**src/common/gtimer_pkg.sv**
```systemverilog
package gtimer_pkg;
    // ==========================================================
    // register map, word-aligned byte addresses
    localparam logic [11:0] ADDR_COUNT_LOW = 12'h000;
    localparam logic [11:0] ADDR_COUNT_HIGH = 12'h004;
    localparam logic [11:0] ADDR_TIMER_CTRL = 12'h008;
    localparam logic [11:0] ADDR_GATE_CTRL = 12'h00c;
    localparam logic [11:0] ADDR_GATE_SRC = 12'h010;
    localparam logic [11:0] ADDR_FLAGS = 12'h014;
    localparam logic [11:0] ADDR_ENABLES = 12'h018;
    // ==========================================================
    // timer_control_reg fields
    localparam int TC_ON = 0;
    localparam int TC_WIDE = 1;
    localparam int TC_UNSYNC = 2;
    localparam int TC_PRE_LO = 4;
    // gate_control_reg fields
    localparam int GC_LEVEL = 2;
    localparam int GC_ARMED = 3;
    localparam int GC_ONESHOT = 4;
    localparam int GC_TOGGLE = 5;
    localparam int GC_POL = 6;
    localparam int GC_EN = 7;
    // flag / enable register fields
    localparam int FL_OVF = 0;
    localparam int FL_GATE = 1;
    localparam int EN_GLOBAL = 2;
    // ==========================================================
    localparam logic [15:0] COUNT_RESET = 16'h0000;
    localparam logic [15:0] COUNT_MAX = 16'hffff;
    localparam logic [7:0] BYTE_RESET = 8'h00;
    localparam int GATE_SOURCES = 32;

    typedef struct packed {
        logic on;
        logic wide;
        logic unsync;
        logic [1:0] prescale;
    } timer_ctrl_t;

    typedef struct packed {
        logic enable;
        logic polarity;
        logic toggle;
        logic oneshot;
    } gate_ctrl_t;
endpackage : gtimer_pkg

```
**src/hw/gated_sixteen_bit_timer.sv**
```systemverilog
// Function
// - unsync bit: count on sampled clock edges, bypass the phase-clock resample
// - unsync external clock keeps counting in sleep; overflow wakes the core
// - sync/unsync switch may drop or add one increment
// - byte reads always return a stable registered value
// - wide mode: high address goes only through the high buffer
// - wide mode: low read copies high count into the buffer
// - wide mode: low write loads buffer and low byte together
// - high write keeps prescaler; low write clears it
// - gate enable: count only while gate active per polarity
// - five-bit source select; polarity applies to chosen source
// - toggle mode flips on gate rising edge; cleared when off
// - one-shot: armed bit then count from next gate rising edge
// - trailing gate edge clears armed and blocks further counting
// - clearing one-shot mode clears armed
// - toggle plus one-shot together measure one full gate period
// - gate level status readable even with gate disabled
// - falling gate level sets gate event flag; interrupt if enabled
// - rollover sets overflow flag; interrupt needs on, enable, global
// - sleep counting only in unsync mode; overflow wakes the device
// - counting needs on bit; gate control then decides
`timescale 1ns/1ns
module gated_sixteen_bit_timer #(
    parameter int GATE_SOURCES = gtimer_pkg::GATE_SOURCES // selectable gate inputs
) (
    input wire logic pclk, // system clock
    input wire logic presetn, // async reset, active low
    input wire logic clk_en, // freezes all state when low
    input wire logic psel, // apb select
    input wire logic penable, // apb enable
    input wire logic pwrite, // apb direction
    input wire logic [11:0] paddr, // apb byte address
    input wire logic [31:0] pwdata, // apb write data
    output logic [31:0] prdata, // apb read data
    output logic pready, // apb ready
    output logic pslverr, // apb error on unmapped address
    input wire logic count_clk, // external count clock pin
    input wire logic [GATE_SOURCES-1:0] gate_input, // candidate gate sources
    input wire logic sleep, // core is asleep
    output logic overflow_irq, // overflow interrupt
    output logic gate_irq, // gate event interrupt
    output logic wake // wake request from sleep
);
    // ==========================================================
    // elaboration check: a five-bit select reaches exactly this many sources
    if (GATE_SOURCES != 32) begin : g_bad_sources
        $error("gate source count must be 32");
    end

    // ==========================================================
    // apb decode
    logic acc, wr, rd, mapped;
    assign acc = psel && penable && clk_en;
    assign wr = acc && pwrite;
    assign rd = acc && !pwrite;
    assign mapped = (paddr == gtimer_pkg::ADDR_COUNT_LOW) ||
        (paddr == gtimer_pkg::ADDR_COUNT_HIGH) || (paddr == gtimer_pkg::ADDR_TIMER_CTRL) ||
        (paddr == gtimer_pkg::ADDR_GATE_CTRL) || (paddr == gtimer_pkg::ADDR_GATE_SRC) ||
        (paddr == gtimer_pkg::ADDR_FLAGS) || (paddr == gtimer_pkg::ADDR_ENABLES);
    assign pready = 1'b1;
    assign pslverr = psel && penable && !mapped;
    logic wr_lo, wr_hi, rd_lo;
    assign wr_lo = wr && paddr == gtimer_pkg::ADDR_COUNT_LOW;
    assign wr_hi = wr && paddr == gtimer_pkg::ADDR_COUNT_HIGH;
    assign rd_lo = rd && paddr == gtimer_pkg::ADDR_COUNT_LOW;

    // ==========================================================
    // control registers
    gtimer_pkg::timer_ctrl_t tc_q;
    gtimer_pkg::gate_ctrl_t gc_q;
    logic [4:0] gss_q;
    logic ovf_ie_q, gate_ie_q, gie_q;
    always_ff @(posedge pclk or negedge presetn) begin
        if (!presetn) begin
            tc_q <= '0;
            gc_q <= '0;
            gss_q <= 5'h00;
            ovf_ie_q <= 1'b0;
            gate_ie_q <= 1'b0;
            gie_q <= 1'b0;
        end else if (wr) begin
            if (paddr == gtimer_pkg::ADDR_TIMER_CTRL) begin
                tc_q.on <= pwdata[gtimer_pkg::TC_ON];
                tc_q.wide <= pwdata[gtimer_pkg::TC_WIDE];
                tc_q.unsync <= pwdata[gtimer_pkg::TC_UNSYNC];
                tc_q.prescale <= pwdata[gtimer_pkg::TC_PRE_LO +: 2];
            end
            if (paddr == gtimer_pkg::ADDR_GATE_CTRL) begin
                gc_q.enable <= pwdata[gtimer_pkg::GC_EN];
                gc_q.polarity <= pwdata[gtimer_pkg::GC_POL];
                gc_q.toggle <= pwdata[gtimer_pkg::GC_TOGGLE];
                gc_q.oneshot <= pwdata[gtimer_pkg::GC_ONESHOT];
            end
            // gate source select, five bits
            if (paddr == gtimer_pkg::ADDR_GATE_SRC) gss_q <= pwdata[4:0];
            if (paddr == gtimer_pkg::ADDR_ENABLES) begin
                ovf_ie_q <= pwdata[gtimer_pkg::FL_OVF];
                gate_ie_q <= pwdata[gtimer_pkg::FL_GATE];
                gie_q <= pwdata[gtimer_pkg::EN_GLOBAL];
            end
        end
    end

    // ==========================================================
    // pin synchronisers: first stage feeds only the second
    logic [1:0] clk_sync_q;
    logic [GATE_SOURCES-1:0] gate_s1_q, gate_s2_q;
    logic clk_prev_q, clk_res_q;
    always_ff @(posedge pclk or negedge presetn) begin
        if (!presetn) begin
            clk_sync_q <= 2'b00;
            gate_s1_q <= '0;
            gate_s2_q <= '0;
        end else if (clk_en) begin
            clk_sync_q <= {clk_sync_q[0], count_clk};
            gate_s1_q <= gate_input;
            gate_s2_q <= gate_s1_q;
        end
    end
    // sync mode adds one extra resample stage, the phase-clock alignment;
    // unsync bypasses it, so a mode switch can drop or add one edge
    always_ff @(posedge pclk or negedge presetn) begin
        if (!presetn) begin
            clk_res_q <= 1'b0;
            clk_prev_q <= 1'b0;
        end else if (clk_en) begin
            clk_res_q <= clk_sync_q[1];
            clk_prev_q <= tc_q.unsync ? clk_sync_q[1] : clk_res_q;
        end
    end
    logic clk_now, clk_rise;
    assign clk_now = tc_q.unsync ? clk_sync_q[1] : clk_res_q;
    assign clk_rise = clk_now && !clk_prev_q;

    // ==========================================================
    // gate path: select, polarity, toggle, one-shot
    logic gate_pol, gate_pol_prev_q, gate_rise;
    assign gate_pol = gate_s2_q[gss_q] ~^ gc_q.polarity;
    always_ff @(posedge pclk or negedge presetn) begin
        if (!presetn) gate_pol_prev_q <= 1'b0;
        else if (clk_en) gate_pol_prev_q <= gate_pol;
    end
    assign gate_rise = gate_pol && !gate_pol_prev_q;

    logic tog_q;
    always_ff @(posedge pclk or negedge presetn) begin
        if (!presetn) tog_q <= 1'b0;
        else if (clk_en) begin
            if (!gc_q.toggle) tog_q <= 1'b0; // held clear
            else if (gate_rise) tog_q <= !tog_q;
        end
    end
    logic gate_tg;
    assign gate_tg = gc_q.toggle ? tog_q : gate_pol;

    // one-shot: armed waits for rising edge, then window runs to trailing edge
    logic armed_q, window_q, gate_tg_prev_q;
    logic tg_rise, tg_fall;
    assign tg_rise = gate_tg && !gate_tg_prev_q;
    assign tg_fall = !gate_tg && gate_tg_prev_q;
    always_ff @(posedge pclk or negedge presetn) begin
        if (!presetn) gate_tg_prev_q <= 1'b0;
        else if (clk_en) gate_tg_prev_q <= gate_tg;
    end
    logic wr_gc;
    assign wr_gc = wr && paddr == gtimer_pkg::ADDR_GATE_CTRL;
    // trailing edge beats an arm write in the same cycle
    always_ff @(posedge pclk or negedge presetn) begin
        if (!presetn) begin
            armed_q <= 1'b0;
            window_q <= 1'b0;
        end else if (clk_en) begin
            if (!gc_q.oneshot) begin
                armed_q <= 1'b0;
                window_q <= 1'b0;
            end else if (window_q && tg_fall) begin
                armed_q <= 1'b0; // self clear at trailing edge
                window_q <= 1'b0;
            end else if (armed_q && tg_rise) begin
                window_q <= 1'b1;
            end else if (wr_gc && pwdata[gtimer_pkg::GC_ARMED]) begin
                armed_q <= 1'b1;
            end
            if (wr_gc && !pwdata[gtimer_pkg::GC_ONESHOT]) armed_q <= 1'b0;
        end
    end
    logic gate_open;
    assign gate_open = gc_q.oneshot ? (window_q && gate_tg) : gate_tg;

    // gate level status and its falling edge
    logic level_prev_q, gate_flag_q, gate_fall;
    assign gate_fall = level_prev_q && !gate_open;
    always_ff @(posedge pclk or negedge presetn) begin
        if (!presetn) level_prev_q <= 1'b0;
        else if (clk_en) level_prev_q <= gate_open;
    end

    // ==========================================================
    // prescaler and counter; unsync counting runs on in sleep
    logic [2:0] pre_q;
    logic [15:0] count_q;
    logic [7:0] hbuf_q;
    logic run, tick, ovf_evt;
    // sleep freezes synchronous counting; only unsync mode runs on
    assign run = tc_q.on && (!gc_q.enable || gate_open) &&
        (!sleep || tc_q.unsync);
    logic [2:0] pre_mask;
    assign pre_mask = (3'h1 << tc_q.prescale) - 3'h1;
    assign tick = run && clk_rise && ((pre_q & pre_mask) == pre_mask);
    assign ovf_evt = tick && count_q == gtimer_pkg::COUNT_MAX;
    // prescaler is hidden from software; only a low write clears it
    always_ff @(posedge pclk or negedge presetn) begin
        if (!presetn) pre_q <= 3'h0;
        else if (clk_en) begin
            if (wr_lo) pre_q <= 3'h0;
            else if (run && clk_rise) pre_q <= pre_q + 3'h1;
        end
    end
    // writes win over a coinciding increment
    always_ff @(posedge pclk or negedge presetn) begin
        if (!presetn) count_q <= gtimer_pkg::COUNT_RESET;
        else if (clk_en) begin
            if (wr_lo && tc_q.wide) count_q <= {hbuf_q, pwdata[7:0]};
            else if (wr_lo) count_q[7:0] <= pwdata[7:0];
            else if (wr_hi && !tc_q.wide) count_q[15:8] <= pwdata[7:0];
            else if (tick) count_q <= count_q + 16'h0001;
        end
    end
    // high buffer only moves in wide mode, so byte mode reads stay direct
    always_ff @(posedge pclk or negedge presetn) begin
        if (!presetn) hbuf_q <= gtimer_pkg::BYTE_RESET;
        else if (clk_en && tc_q.wide) begin
            if (wr_hi) hbuf_q <= pwdata[7:0];
            else if (rd_lo) hbuf_q <= count_q[15:8];
        end
    end

    // ==========================================================
    // sticky flags, set wins over software clear
    logic ovf_flag_q;
    logic wr_fl;
    assign wr_fl = wr && paddr == gtimer_pkg::ADDR_FLAGS;
    always_ff @(posedge pclk or negedge presetn) begin
        if (!presetn) begin
            ovf_flag_q <= 1'b0;
            gate_flag_q <= 1'b0;
        end else if (clk_en) begin
            if (ovf_evt) ovf_flag_q <= 1'b1;
            else if (wr_fl) ovf_flag_q <= pwdata[gtimer_pkg::FL_OVF];
            if (gate_fall) gate_flag_q <= 1'b1;
            else if (wr_fl) gate_flag_q <= pwdata[gtimer_pkg::FL_GATE];
        end
    end
    // wake does not need global enable; the irq lines do
    always_ff @(posedge pclk or negedge presetn) begin
        if (!presetn) begin
            overflow_irq <= 1'b0;
            gate_irq <= 1'b0;
            wake <= 1'b0;
        end else if (clk_en) begin
            overflow_irq <= ovf_flag_q && ovf_ie_q && tc_q.on && gie_q;
            gate_irq <= gate_flag_q && gate_ie_q && gie_q;
            wake <= sleep && ovf_flag_q && ovf_ie_q && tc_q.on;
        end
    end

    // ==========================================================
    // read mux; data comes from flops; only wide mode keeps a low/high byte pair from tearing
    logic [31:0] rdata_d;
    always_comb begin
        rdata_d = 32'h0000_0000;
        unique case (paddr)
            gtimer_pkg::ADDR_COUNT_LOW: rdata_d[7:0] = count_q[7:0];
            gtimer_pkg::ADDR_COUNT_HIGH: rdata_d[7:0] = tc_q.wide ? hbuf_q : count_q[15:8];
            gtimer_pkg::ADDR_TIMER_CTRL: rdata_d[7:0] = {2'b00, tc_q.prescale, 1'b0,
                tc_q.unsync, tc_q.wide, tc_q.on};
            gtimer_pkg::ADDR_GATE_CTRL: rdata_d[7:0] = {gc_q.enable, gc_q.polarity,
                gc_q.toggle, gc_q.oneshot, armed_q, level_prev_q, 2'b00};
            gtimer_pkg::ADDR_GATE_SRC: rdata_d[4:0] = gss_q;
            gtimer_pkg::ADDR_FLAGS: rdata_d[1:0] = {gate_flag_q, ovf_flag_q};
            gtimer_pkg::ADDR_ENABLES: rdata_d[2:0] = {gie_q, gate_ie_q, ovf_ie_q};
            default: rdata_d = 32'h0000_0000;
        endcase
    end
    assign prdata = rdata_d;

    // ==========================================================
    // assertions
    property p_ovf_sets;
        @(posedge pclk) disable iff (!presetn) (ovf_evt && clk_en) |=> ovf_flag_q;
    endproperty
    a_ovf_sets: assert property (p_ovf_sets) else $error("overflow flag missed");
    property p_roll;
        @(posedge pclk) disable iff (!presetn)
            (ovf_evt && clk_en && !wr_lo && !wr_hi) |=> count_q == 16'h0000;
    endproperty
    a_roll: assert property (p_roll) else $error("no rollover to zero");
    property p_off_hold;
        @(posedge pclk) disable iff (!presetn)
            (!tc_q.on && !wr_lo && !wr_hi) |=> $stable(count_q);
    endproperty
    a_off_hold: assert property (p_off_hold) else $error("counted while off");
    property p_low_rd_copy;
        @(posedge pclk) disable iff (!presetn)
            (rd_lo && tc_q.wide) |=> hbuf_q == $past(count_q[15:8]);
    endproperty
    a_low_rd_copy: assert property (p_low_rd_copy) else $error("buffer not loaded");
    property p_wide_wr;
        @(posedge pclk) disable iff (!presetn)
            (wr_lo && tc_q.wide) |=> count_q == {$past(hbuf_q), $past(pwdata[7:0])};
    endproperty
    a_wide_wr: assert property (p_wide_wr) else $error("wide write wrong");
    property p_pre_clr;
        @(posedge pclk) disable iff (!presetn) wr_lo |=> pre_q == 3'h0;
    endproperty
    a_pre_clr: assert property (p_pre_clr) else $error("prescaler not cleared");
    property p_tog_clear;
        @(posedge pclk) disable iff (!presetn) (!gc_q.toggle && clk_en) |=> !tog_q;
    endproperty
    a_tog_clear: assert property (p_tog_clear) else $error("toggle flop not clear");
    property p_oneshot_clr;
        @(posedge pclk) disable iff (!presetn) (!gc_q.oneshot && !wr_gc) |-> ##1 !armed_q [*2];
    endproperty
    a_oneshot_clr: assert property (p_oneshot_clr) else $error("armed stays set");
    property p_gate_flag;
        @(posedge pclk) disable iff (!presetn) (gate_fall && clk_en) |=> gate_flag_q;
    endproperty
    a_gate_flag: assert property (p_gate_flag) else $error("gate flag missed");
    property p_gated_hold;
        @(posedge pclk) disable iff (!presetn)
            (gc_q.enable && !gate_open && !wr_lo && !wr_hi) |=> $stable(count_q);
    endproperty
    a_gated_hold: assert property (p_gated_hold) else $error("counted gate shut");
    property p_hi_keep;
        @(posedge pclk) disable iff (!presetn)
            (wr_hi && tc_q.wide && !tick) |=> $stable(count_q);
    endproperty
    a_hi_keep: assert property (p_hi_keep) else $error("high write hit count");
    property p_hi_pre;
        @(posedge pclk) disable iff (!presetn)
            (wr_hi && !clk_rise) |=> $stable(pre_q);
    endproperty
    a_hi_pre: assert property (p_hi_pre) else $error("prescaler moved");
    property p_trail_done;
        @(posedge pclk) disable iff (!presetn)
            (clk_en && gc_q.oneshot && window_q && tg_fall) |=> !armed_q && !window_q;
    endproperty
    a_trail_done: assert property (p_trail_done) else $error("armed kept");
    property p_sleep_hold;
        @(posedge pclk) disable iff (!presetn)
            (sleep && !tc_q.unsync && !wr_lo && !wr_hi) |=> $stable(count_q);
    endproperty
    a_sleep_hold: assert property (p_sleep_hold) else $error("sync count in sleep");
    property p_irq_global;
        @(posedge pclk) disable iff (!presetn)
            overflow_irq |-> $past(gie_q) && $past(ovf_ie_q);
    endproperty
    a_irq_global: assert property (p_irq_global) else $error("irq without enables");
    property p_wake_sleep;
        @(posedge pclk) disable iff (!presetn)
            (wake && $past(clk_en)) |-> $past(sleep);
    endproperty
    a_wake_sleep: assert property (p_wake_sleep) else $error("wake while awake");

    // ==========================================================
    // cover points
    c_ovf: cover property (@(posedge pclk) ovf_evt);
    c_window: cover property (@(posedge pclk) window_q ##[1:50] !armed_q);
    c_wake: cover property (@(posedge pclk) wake);
    c_gate_irq: cover property (@(posedge pclk) gate_irq);
    c_period: cover property (@(posedge pclk) gc_q.toggle && window_q && tg_fall);
endmodule : gated_sixteen_bit_timer
```
**config.mk**
```make
export PLATFORM = sky130hd
export DESIGN_NAME = gated_sixteen_bit_timer
export DESIGN_NICKNAME = d
export VERILOG_FILES = /design/src/common/gtimer_pkg.sv /design/src/hw/gated_sixteen_bit_timer.sv
export SDC_FILE = /design/constraint.sdc
export NUM_CORES = 1
export LEC_CHECK = 0
export ABC_AREA = 1
export BUFFER_PORTS_ARGS = -buffer_cell sky130_fd_sc_hd__buf_2
export CAP_MARGIN = 10
export CORE_MARGIN = 1.5
export CORE_UTILIZATION = 40
export CTS_CLUSTER_DIAMETER = 30
export CTS_CLUSTER_SIZE = 8
export DETAILED_ROUTE_END_ITERATION = 8
export GPL_ROUTABILITY_DRIVEN = 1
export MAX_ROUTING_LAYER = met4
export PLACE_DENSITY_LB_ADDON = 0.12
export SYNTH_ARGS = -nofsm -noshare
export SYNTH_HDL_FRONTEND = slang
export SYNTH_SLANG_ARGS = --single-unit
```
**constraint.sdc**
```tcl
create_clock -name pclk -period 6.9 [get_ports pclk]
set_clock_uncertainty 0.2 [all_clocks]
set_input_delay 0.69 -clock pclk [delete_from_list [all_inputs] [get_ports pclk]]
set_output_delay 0.69 -clock pclk [all_outputs]
set_load 0.02 [all_outputs]
```
==> results of run 1 <==
[cells in the final DEF (no fill, tap or decap), types with 7 or more instances in the layout]
cell / netlist / layout
nand2_1: 293 / 293
dfrtp_1: 123 / 123
o21ai_0: 94 / 94
inv_1: 77 / 77
buf_2: 1 / 69
nand3_1: 41 / 41
nor2_1: 31 / 31
conb_1: 2 / 25
a21oi_1: 17 / 17
clkbuf_16: 0 / 17
nand4_1: 14 / 14
inv_2: 11 / 11
xor2_1: 10 / 10
o21ai_1: 9 / 9
nand2_2: 8 / 8
o21ai_2: 8 / 8
o211ai_1: 7 / 7
[state kept, by name (all words and copies together) (netlist names), 2 cells and up]
register,flops
count_q,16
gc_q,4
gate_s2_q,32
pre_q,3
hbuf_q,8
tc_q,5
gate_s1_q,32
clk_sync_q,2
gss_q,5
[area by class of cell]
class / instances / area, um2 / share of cell area [%]
Clock inverter: 12 / 137.6 / 1.820
Multi-Input combinational cell: 603 / 2879 / 38.06
Sequential cell: 123 / 3078 / 40.69
Timing Repair Buffer: 75 / 390.4 / 5.161
Tap cell: 216 / 270.3 / 3.573
Clock buffer: 20 / 466.7 / 6.170
Inverter: 89 / 341.6 / 4.516
[routing by layer]
layer	share of wire [%]	routed length, um	vias to the layer above	track usage (%)
met1	49	8109	2538	29.76
li1	-	-	2796	-
met5	0	0	-	-
met4	2.0	328	0	7.803
met3	5.6	918	26	4.282
met2	43	7142	191	29.19
[final timing paths]
| check | end | slack (ps) | cells after the start |
|---|---|---|---|
| max in group asynchronous | ovf_ie_q$_DFFE_PN0P_ | 5020 | 2 |
| setup / recovery | count_q[8]$_DFFE_PN0P_ | 3340 | 13 |
| hold reg to reg | gate_s1_q[25]$_DFFE_PN0P_ | 270 | 2 |
| min in group pclk | gate_s1_q[23]$_DFFE_PN0P_ | 260 | 3 |
| hold / removal | gate_s1_q[26]$_DFFE_PN0P_ | 100 | 1 |
| setup reg to reg | count_q[8]$_DFFE_PN0P_ | 4010 | 15 |
[through the flow]
stage	util [%]	instances	worst slack, ps	area [um2]
4_1_cts	47.44	1138	3370	7564
6_report	47.44	1138	3337	7564
2_1_floorplan	-	870	4159	6654
5_1_grt	47.44	1138	3078	7564
3_5_place_dp	43.65	1106	2932	6959
3_3_place_gp	43.65	1106	2941	6959
[power by group through the flow]
stage	Clock (mW)	Sequential, mW	Combinational (mW)
CTS	0.922	0.783	0.144
global route	0.956	0.788	0.165
finish	0.904	0.783	0.141
global placement	0	0.795	0.142
detailed placement	0	0.796	0.143
floorplan	0	0.792	0.0990
[kinds of logic (layout without fill, tap and decap cells)]
logic type / count (synthesis) / count (layout)
simple gates: 418 / 418
compound gates: 148 / 148
buf+inv: 144 / 196
flops: 123 / 123
xor+xnor: 10 / 10
fa+ha+maj: 2 / 2
other cells: 2 / 25
[critical path, stage by stage]
cell and delay, ps:
buf_4 410, inv_2 40, buf_4 290, nor3_2 450
inv_2 160, nor2_4 350, inv_2 210, nor2_4 290
inv_2 150, nand3_4 180, nand3_2 210, nand2_1 130
nand2_1 60
==> impl_metrics.csv, run 1 <==
group,metric,value,unit
clock_network,cts-resized-gates,0,
timing,hold_ws,96.55,ps
timing,setup_viol,0,
drt,first_pass_iters,5,
grt,grt.total_usage,20.87,%
power,power_frac_seq,42.8,%
die,coreArea,15940,um2
timing,rsz0062_at_grt,"no",
clock_network,htreeDepth,4,
setup_path,arrival,3670,ps
clock_network,clk_pin_slew,60,ps
logic_synthesis,yosys.area_share.simple,28.06,%
timing,post-route-min-period,3564,ps
drt,wl,16500,um
logic_synthesis,synthAdderAreaFrac,0.3810,%
power,clockPowerShare,49.5,%
setup_path,critical_path_required,7010,ps
die,rows,46,
power,p_comb_share,7.7,%
setup_path,critPathCaptureType,"flip-flop",
die,pin_count,121,
power,irDropWorstVdd,0.1828,mV
logic_synthesis,ys_seq_area_share,46.87,%
logic_synthesis,syn_area,6568,um2
setup_path,path_class,"primary input to flip-flop",
drt,routed_via_density,4.878,
cells_and_area,nets,995,
grt,first_global_vias,5272,
timing,min_period_over_period,51.64,%
setup_path,startpoint_type,"primary input",
timing,slew_viol_final,0,
clock_network,clkLatencyLatePin,430,ps
setup_path,crit_path_max_fanout,54,
timing,tightest_slew,927.0,ps
logic_synthesis,ys_seq_elements,123,
flow_run,cap_viol_max_count,0,
logic_synthesis,synth-xor-area-share,1.334,%
hold_path,min_path_type,"primary input to async pin",
power,net-switching-power,0.4573,mW
grt,grt_overflow,0,
grt,grt_antenna_before_repair,0,
die,die_w,131.1,um
grt,grt_pass1_wl,27520,um
power,leakagePower,3.633,nW
cells_and_area,fillCellCount,1643,
die,die_area,17200,um2
logic_synthesis,avgSynthCellArea,7.754,um2
placement,gp_congestion,0.8844,
clock_network,holdBufCountCts,0,
die,die_h,131.1,um
logic_synthesis,synth_ff_type,"dfrtp_1",
drt,antenna_left,0,
placement,port_buffers,71,
power,p_total,1.828,mW
drt,drc_errors,0,
cells_and_area,areaGrowthSynthToFinish,15.16,%
clock_network,cts_max_path_buffers,2,
logic_synthesis,synth_top_family_by_area,"simple AND/OR/NAND/NOR gates",
logic_synthesis,yosys.area.top_type,"dfrtp_1",
grt,grt_max_degree,74,
power,internal-power,1.371,mW
placement,dp_hpwl,11390,um
logic_synthesis,ys_types,41,
outcome,status,"completed",
drt,routedWlPerCell,14.50,um
cells_and_area,antenna_cells,0,
clock_network,postCtsSetupBuffers,0,
clock_network,clock-sinks,123,
timing,fin_setup_tns,0,ps
setup_path,r2r-start,"gss_q[0]$_DFFE_PN0P_",
logic_synthesis,synth.top_cell.area_share,46.87,%
logic_synthesis,synth_edf_count,0,
logic_synthesis,synth_commonest_cells,"nand2_1, dfrtp_1, o21ai_0",
logic_synthesis,async_reset_ff_share,100.0,%
clock_network,cts_tree,"yes",
clock_network,root_buffer,"clkbuf_16",
logic_synthesis,ys_top_cells_by_area,"dfrtp_1, nand2_1, o21ai_0",
timing,fmax,0.2806,GHz
power,switching_share,25.01,%
timing,relSlewSlack,38.20,%
drt,via_count,5551,
timing,hold_viol,0,
power,powerDensity,241.7,nW/um2
setup_path,critPathLaunch,"clk_en",
clock_network,numCtsBuffers,17,
logic_synthesis,synthMuxAreaShare,0,%
logic_synthesis,syn_inst,847,
cells_and_area,drive_gt1_share,16.92,%
logic_synthesis,synth_compound_area_share,12.63,%
logic_synthesis,yosys_warnings,0,
logic_synthesis,synth_most_common_cell,"nand2_1",
die,initial_utilization,41.19,%
drt,drt_iter0_drc,426,
(Power assumes the default switching activity.)
==> inputs of run 2 (changes only) <==
--- a/config.mk
+++ b/config.mk
@@ -5,7 +5,7 @@
 export SDC_FILE = /design/constraint.sdc
 export NUM_CORES = 1
 export LEC_CHECK = 0
-export ABC_AREA = 1
+export ABC_AREA = 0
 export BUFFER_PORTS_ARGS = -buffer_cell sky130_fd_sc_hd__buf_2
 export CAP_MARGIN = 10
 export CORE_MARGIN = 1.5
==> constraint.sdc (replaced) <==
create_clock -name pclk -period 2.9 [get_ports pclk]
set_clock_uncertainty 0.2 [all_clocks]
set_input_delay 0.29 -clock pclk [delete_from_list [all_inputs] [get_ports pclk]]
set_output_delay 0.29 -clock pclk [all_outputs]
set_load 0.02 [all_outputs]
==> impl_metrics.csv, run 2 <==
group,metric,value,unit
drt,wl,15330,um
setup_path,crit_path_max_fanout,8,
logic_synthesis,synthAdderAreaFrac,0.3854,%
grt,grt_antenna_before_repair,0,
logic_synthesis,synth.top_cell.area_share,47.41,%
grt,grt_pass1_wl,24710,um
drt,via_count,4802,
die,die_w,130.4,um
timing,fmax,0.3597,GHz
logic_synthesis,ys_top_cells_by_area,"dfrtp_1, mux2_2, mux2i_1",
logic_synthesis,synth_most_common_cell,"dfrtp_1",
setup_path,arrival,2890,ps
logic_synthesis,syn_area,6492,um2
drt,antenna_left,0,
logic_synthesis,async_reset_ff_share,100.0,%
logic_synthesis,yosys.area_share.simple,12.41,%
logic_synthesis,ys_types,50,
setup_path,timing.rr.end,"count_q[12]$_DFFE_PN0P_",
logic_synthesis,synth_edf_count,0,
cells_and_area,final_common_cell,"dfrtp_1",
die,rows,46,
power,powerDensity,564.9,nW/um2
cells_and_area,fin_area,8222,um2
placement,port_buffers,71,
clock_network,clk_pin_slew,60,ps
drt,routedWlPerCell,16.01,um
clock_network,cts_max_path_buffers,2,
die,pin_count,121,
logic_synthesis,yosys.area.top_type,"dfrtp_1",
drt,first_pass_iters,5,
timing,setup_viol,0,
timing,slew_viol_final,0,
hold_path,hold_depth,3,
setup_path,r2r-start,"gss_q[1]$_DFFE_PN0P_",
logic_synthesis,synthMuxAreaShare,22.80,%
cells_and_area,areaGrowthSynthToFinish,26.63,%
clock_network,htreeDepth,4,
cells_and_area,antenna_cells,0,
hold_path,holdPathEnd,"tc_q[0]$_DFFE_PN0P_",
power,internal-power,3.587,mW
logic_synthesis,ys_seq_area_share,47.41,%
cells_and_area,drive_gt1_share,32.52,%
setup_path,r2r_slack,120,ps
die,die_h,130.4,um
outcome,status,"completed",
drt,routed_via_density,5.018,
grt,grt_overflow,0,
logic_synthesis,syn_inst,603,
timing,fin_setup_tns,0,ps
cells_and_area,nets,815,
logic_synthesis,synth_compound_area_share,8.364,%
power,net-switching-power,1.058,mW
power,p_total,4.644,mW
hold_path,min_path_type,"primary input to flip-flop",
placement,placed_area,7101,um2
power,power_frac_seq,41.4,%
cells_and_area,final_cells,957,
timing,post-route-min-period,2780,ps
grt,grt.total_usage,19.66,%
setup_path,r2r_cells,10,
power,irDropWorstVdd,0.4109,mV
placement,dp_hpwl,10630,um
setup_path,startpoint_type,"flip-flop",
setup_path,critPathCaptureType,"flip-flop",
clock_network,numCtsBuffers,17,
clock_network,root_buffer,"clkbuf_16",
drt,drc_errors,0,
flow_run,cap_viol_max_count,0,
cells_and_area,final_cell_mix,"dfrtp_1, mux2_2, buf_2",
cells_and_area,largest_registers,"gate_s1_q (32), gate_s2_q (32), count_q (16)",
power,switching_share,22.77,%
timing,relSlewSlack,37.16,%
timing,hold_viol,0,
die,initial_utilization,40.87,%
power,p_comb_share,9.2,%
clock_network,cts_tree,"yes",
die,coreArea,15890,um2
clock_network,clkLatencyLatePin,420,ps
setup_path,critical_path_required,3000,ps
logic_synthesis,ys_seq_elements,123,
logic_synthesis,avgSynthCellArea,10.77,um2
drt,drt_iter0_drc,267,
power,leakagePower,3.521,nW
logic_synthesis,synth_ff_type,"dfrtp_1",
logic_synthesis,yosys_warnings,0,
setup_path,path_class,"flip-flop to flip-flop",
timing,min_period_over_period,95.88,%
placement,dp_cells,885,
logic_synthesis,synth_top_family_by_area,"multiplexers",
hold_path,hp-start,"pwdata[4]",
clock_network,clock-sinks,123,
placement,gp_congestion,0.8439,
grt,grt_max_degree,77,
die,die_area,17000,um2
timing,tightest_slew,942.6,ps
power,clockPowerShare,49.4,%
grt,first_global_vias,4833,
logic_synthesis,synth-xor-area-share,2.293,%
logic_synthesis,synth_commonest_cells,"dfrtp_1, mux2_2, nand2_1",
-- run 2: timing repair --
action,4_1_cts,5_1_grt
gates resized for setup,0,14
hold endpoints to repair,84,0
setup endpoints to repair,0,13
setup buffers,0,0
hold buffers,40,0
-- run 2: how the worst max path moves through the flow --
stage | endpoint | startpoint | slack [ps]
2_1_floorplan | count_q[12]$_DFFE_PN0P_ | gss_q[1]$_DFFE_PN0P_ | 230
3_3_place_gp | count_q[11]$_DFFE_PN0P_ | gss_q[1]$_DFFE_PN0P_ | 100
3_5_place_dp | count_q[5]$_DFFE_PN0P_ | gss_q[1]$_DFFE_PN0P_ | 60
4_1_cts | count_q[5]$_DFFE_PN0P_ | gss_q[1]$_DFFE_PN0P_ | 20
5_1_grt | count_q[1]$_DFFE_PN0P_ | gss_q[1]$_DFFE_PN0P_ | -40
6_report | count_q[12]$_DFFE_PN0P_ | gss_q[1]$_DFFE_PN0P_ | 120
-- run 2: power groups by stage --
stage | clock network [mW] | logic (mW) | registers [mW]
after CTS | 2.33 | 0.427 | 1.92
after floorplan | 0 | 0.275 | 1.92
final | 2.29 | 0.429 | 1.92
after detailed placement | 0 | 0.385 | 1.95
after global routing | 2.42 | 0.476 | 1.94
after global placement | 0 | 0.374 | 1.94
-- run 2: cell families (layout without fill, tap and decap cells) --
| kind of cell | count (synthesis) | in the layout |
|---|---|---|
| AO/OA/AOI/OAI | 87 | 87 |
| XOR/XNOR | 17 | 17 |
| adder cells (fa/ha/maj) | 2 | 2 |
| buffers and inverters | 72 | 187 |
| flip-flops | 123 | 123 |
| multiplexers | 135 | 135 |
| other | 2 | 25 |
| AND/OR/NAND/NOR | 165 | 165 |
-- run 2: final cells by class --
type | instances | area, um2
Multi-Input combinational cell | 431 | 3156
Clock buffer | 20 | 436.7
Fill cell | 1450 | 7664
Inverter | 16 | 60.06
Clock inverter | 11 | 193.9
Sequential cell | 123 | 3080
Tap cell | 216 | 270.3
Timing Repair Buffer | 140 | 1025
-- run 2: stage by stage --
stage | util [%] | hold WS (ps) | worst slack (ps)
floorplan | - | -205.6 | 227.2
global placement | 44.70 | 125.1 | 96.60
detailed placement | 44.70 | 142.6 | 61.71
CTS | 51.19 | 1.276 | 15.83
global route | 51.76 | 30.67 | -35.48
finish | 51.76 | 13.64 | 119.6
-- run 2: per-layer routing --
metal / part of all wire, % / GRT usage [%] / up-vias
met5: 0 / - / -
met3: 4.5 / 4.845 / 11
met4: 1.2 / 6.206 / 0
met2: 48 / 30.74 / 121
li1: - / - / 2342
met1: 46 / 25.26 / 2328
-- run 2: critical path: stages, from the launching register on --
cell and delay [ps]:
dfrtp_2 440, buf_12 170, mux2i_4 190, a21oi_1 160
nand3_1 150, nand4_4 160, mux2_4 320, a21o_4 260
o22ai_4 130, nand2b_1 140, mux2_2 340
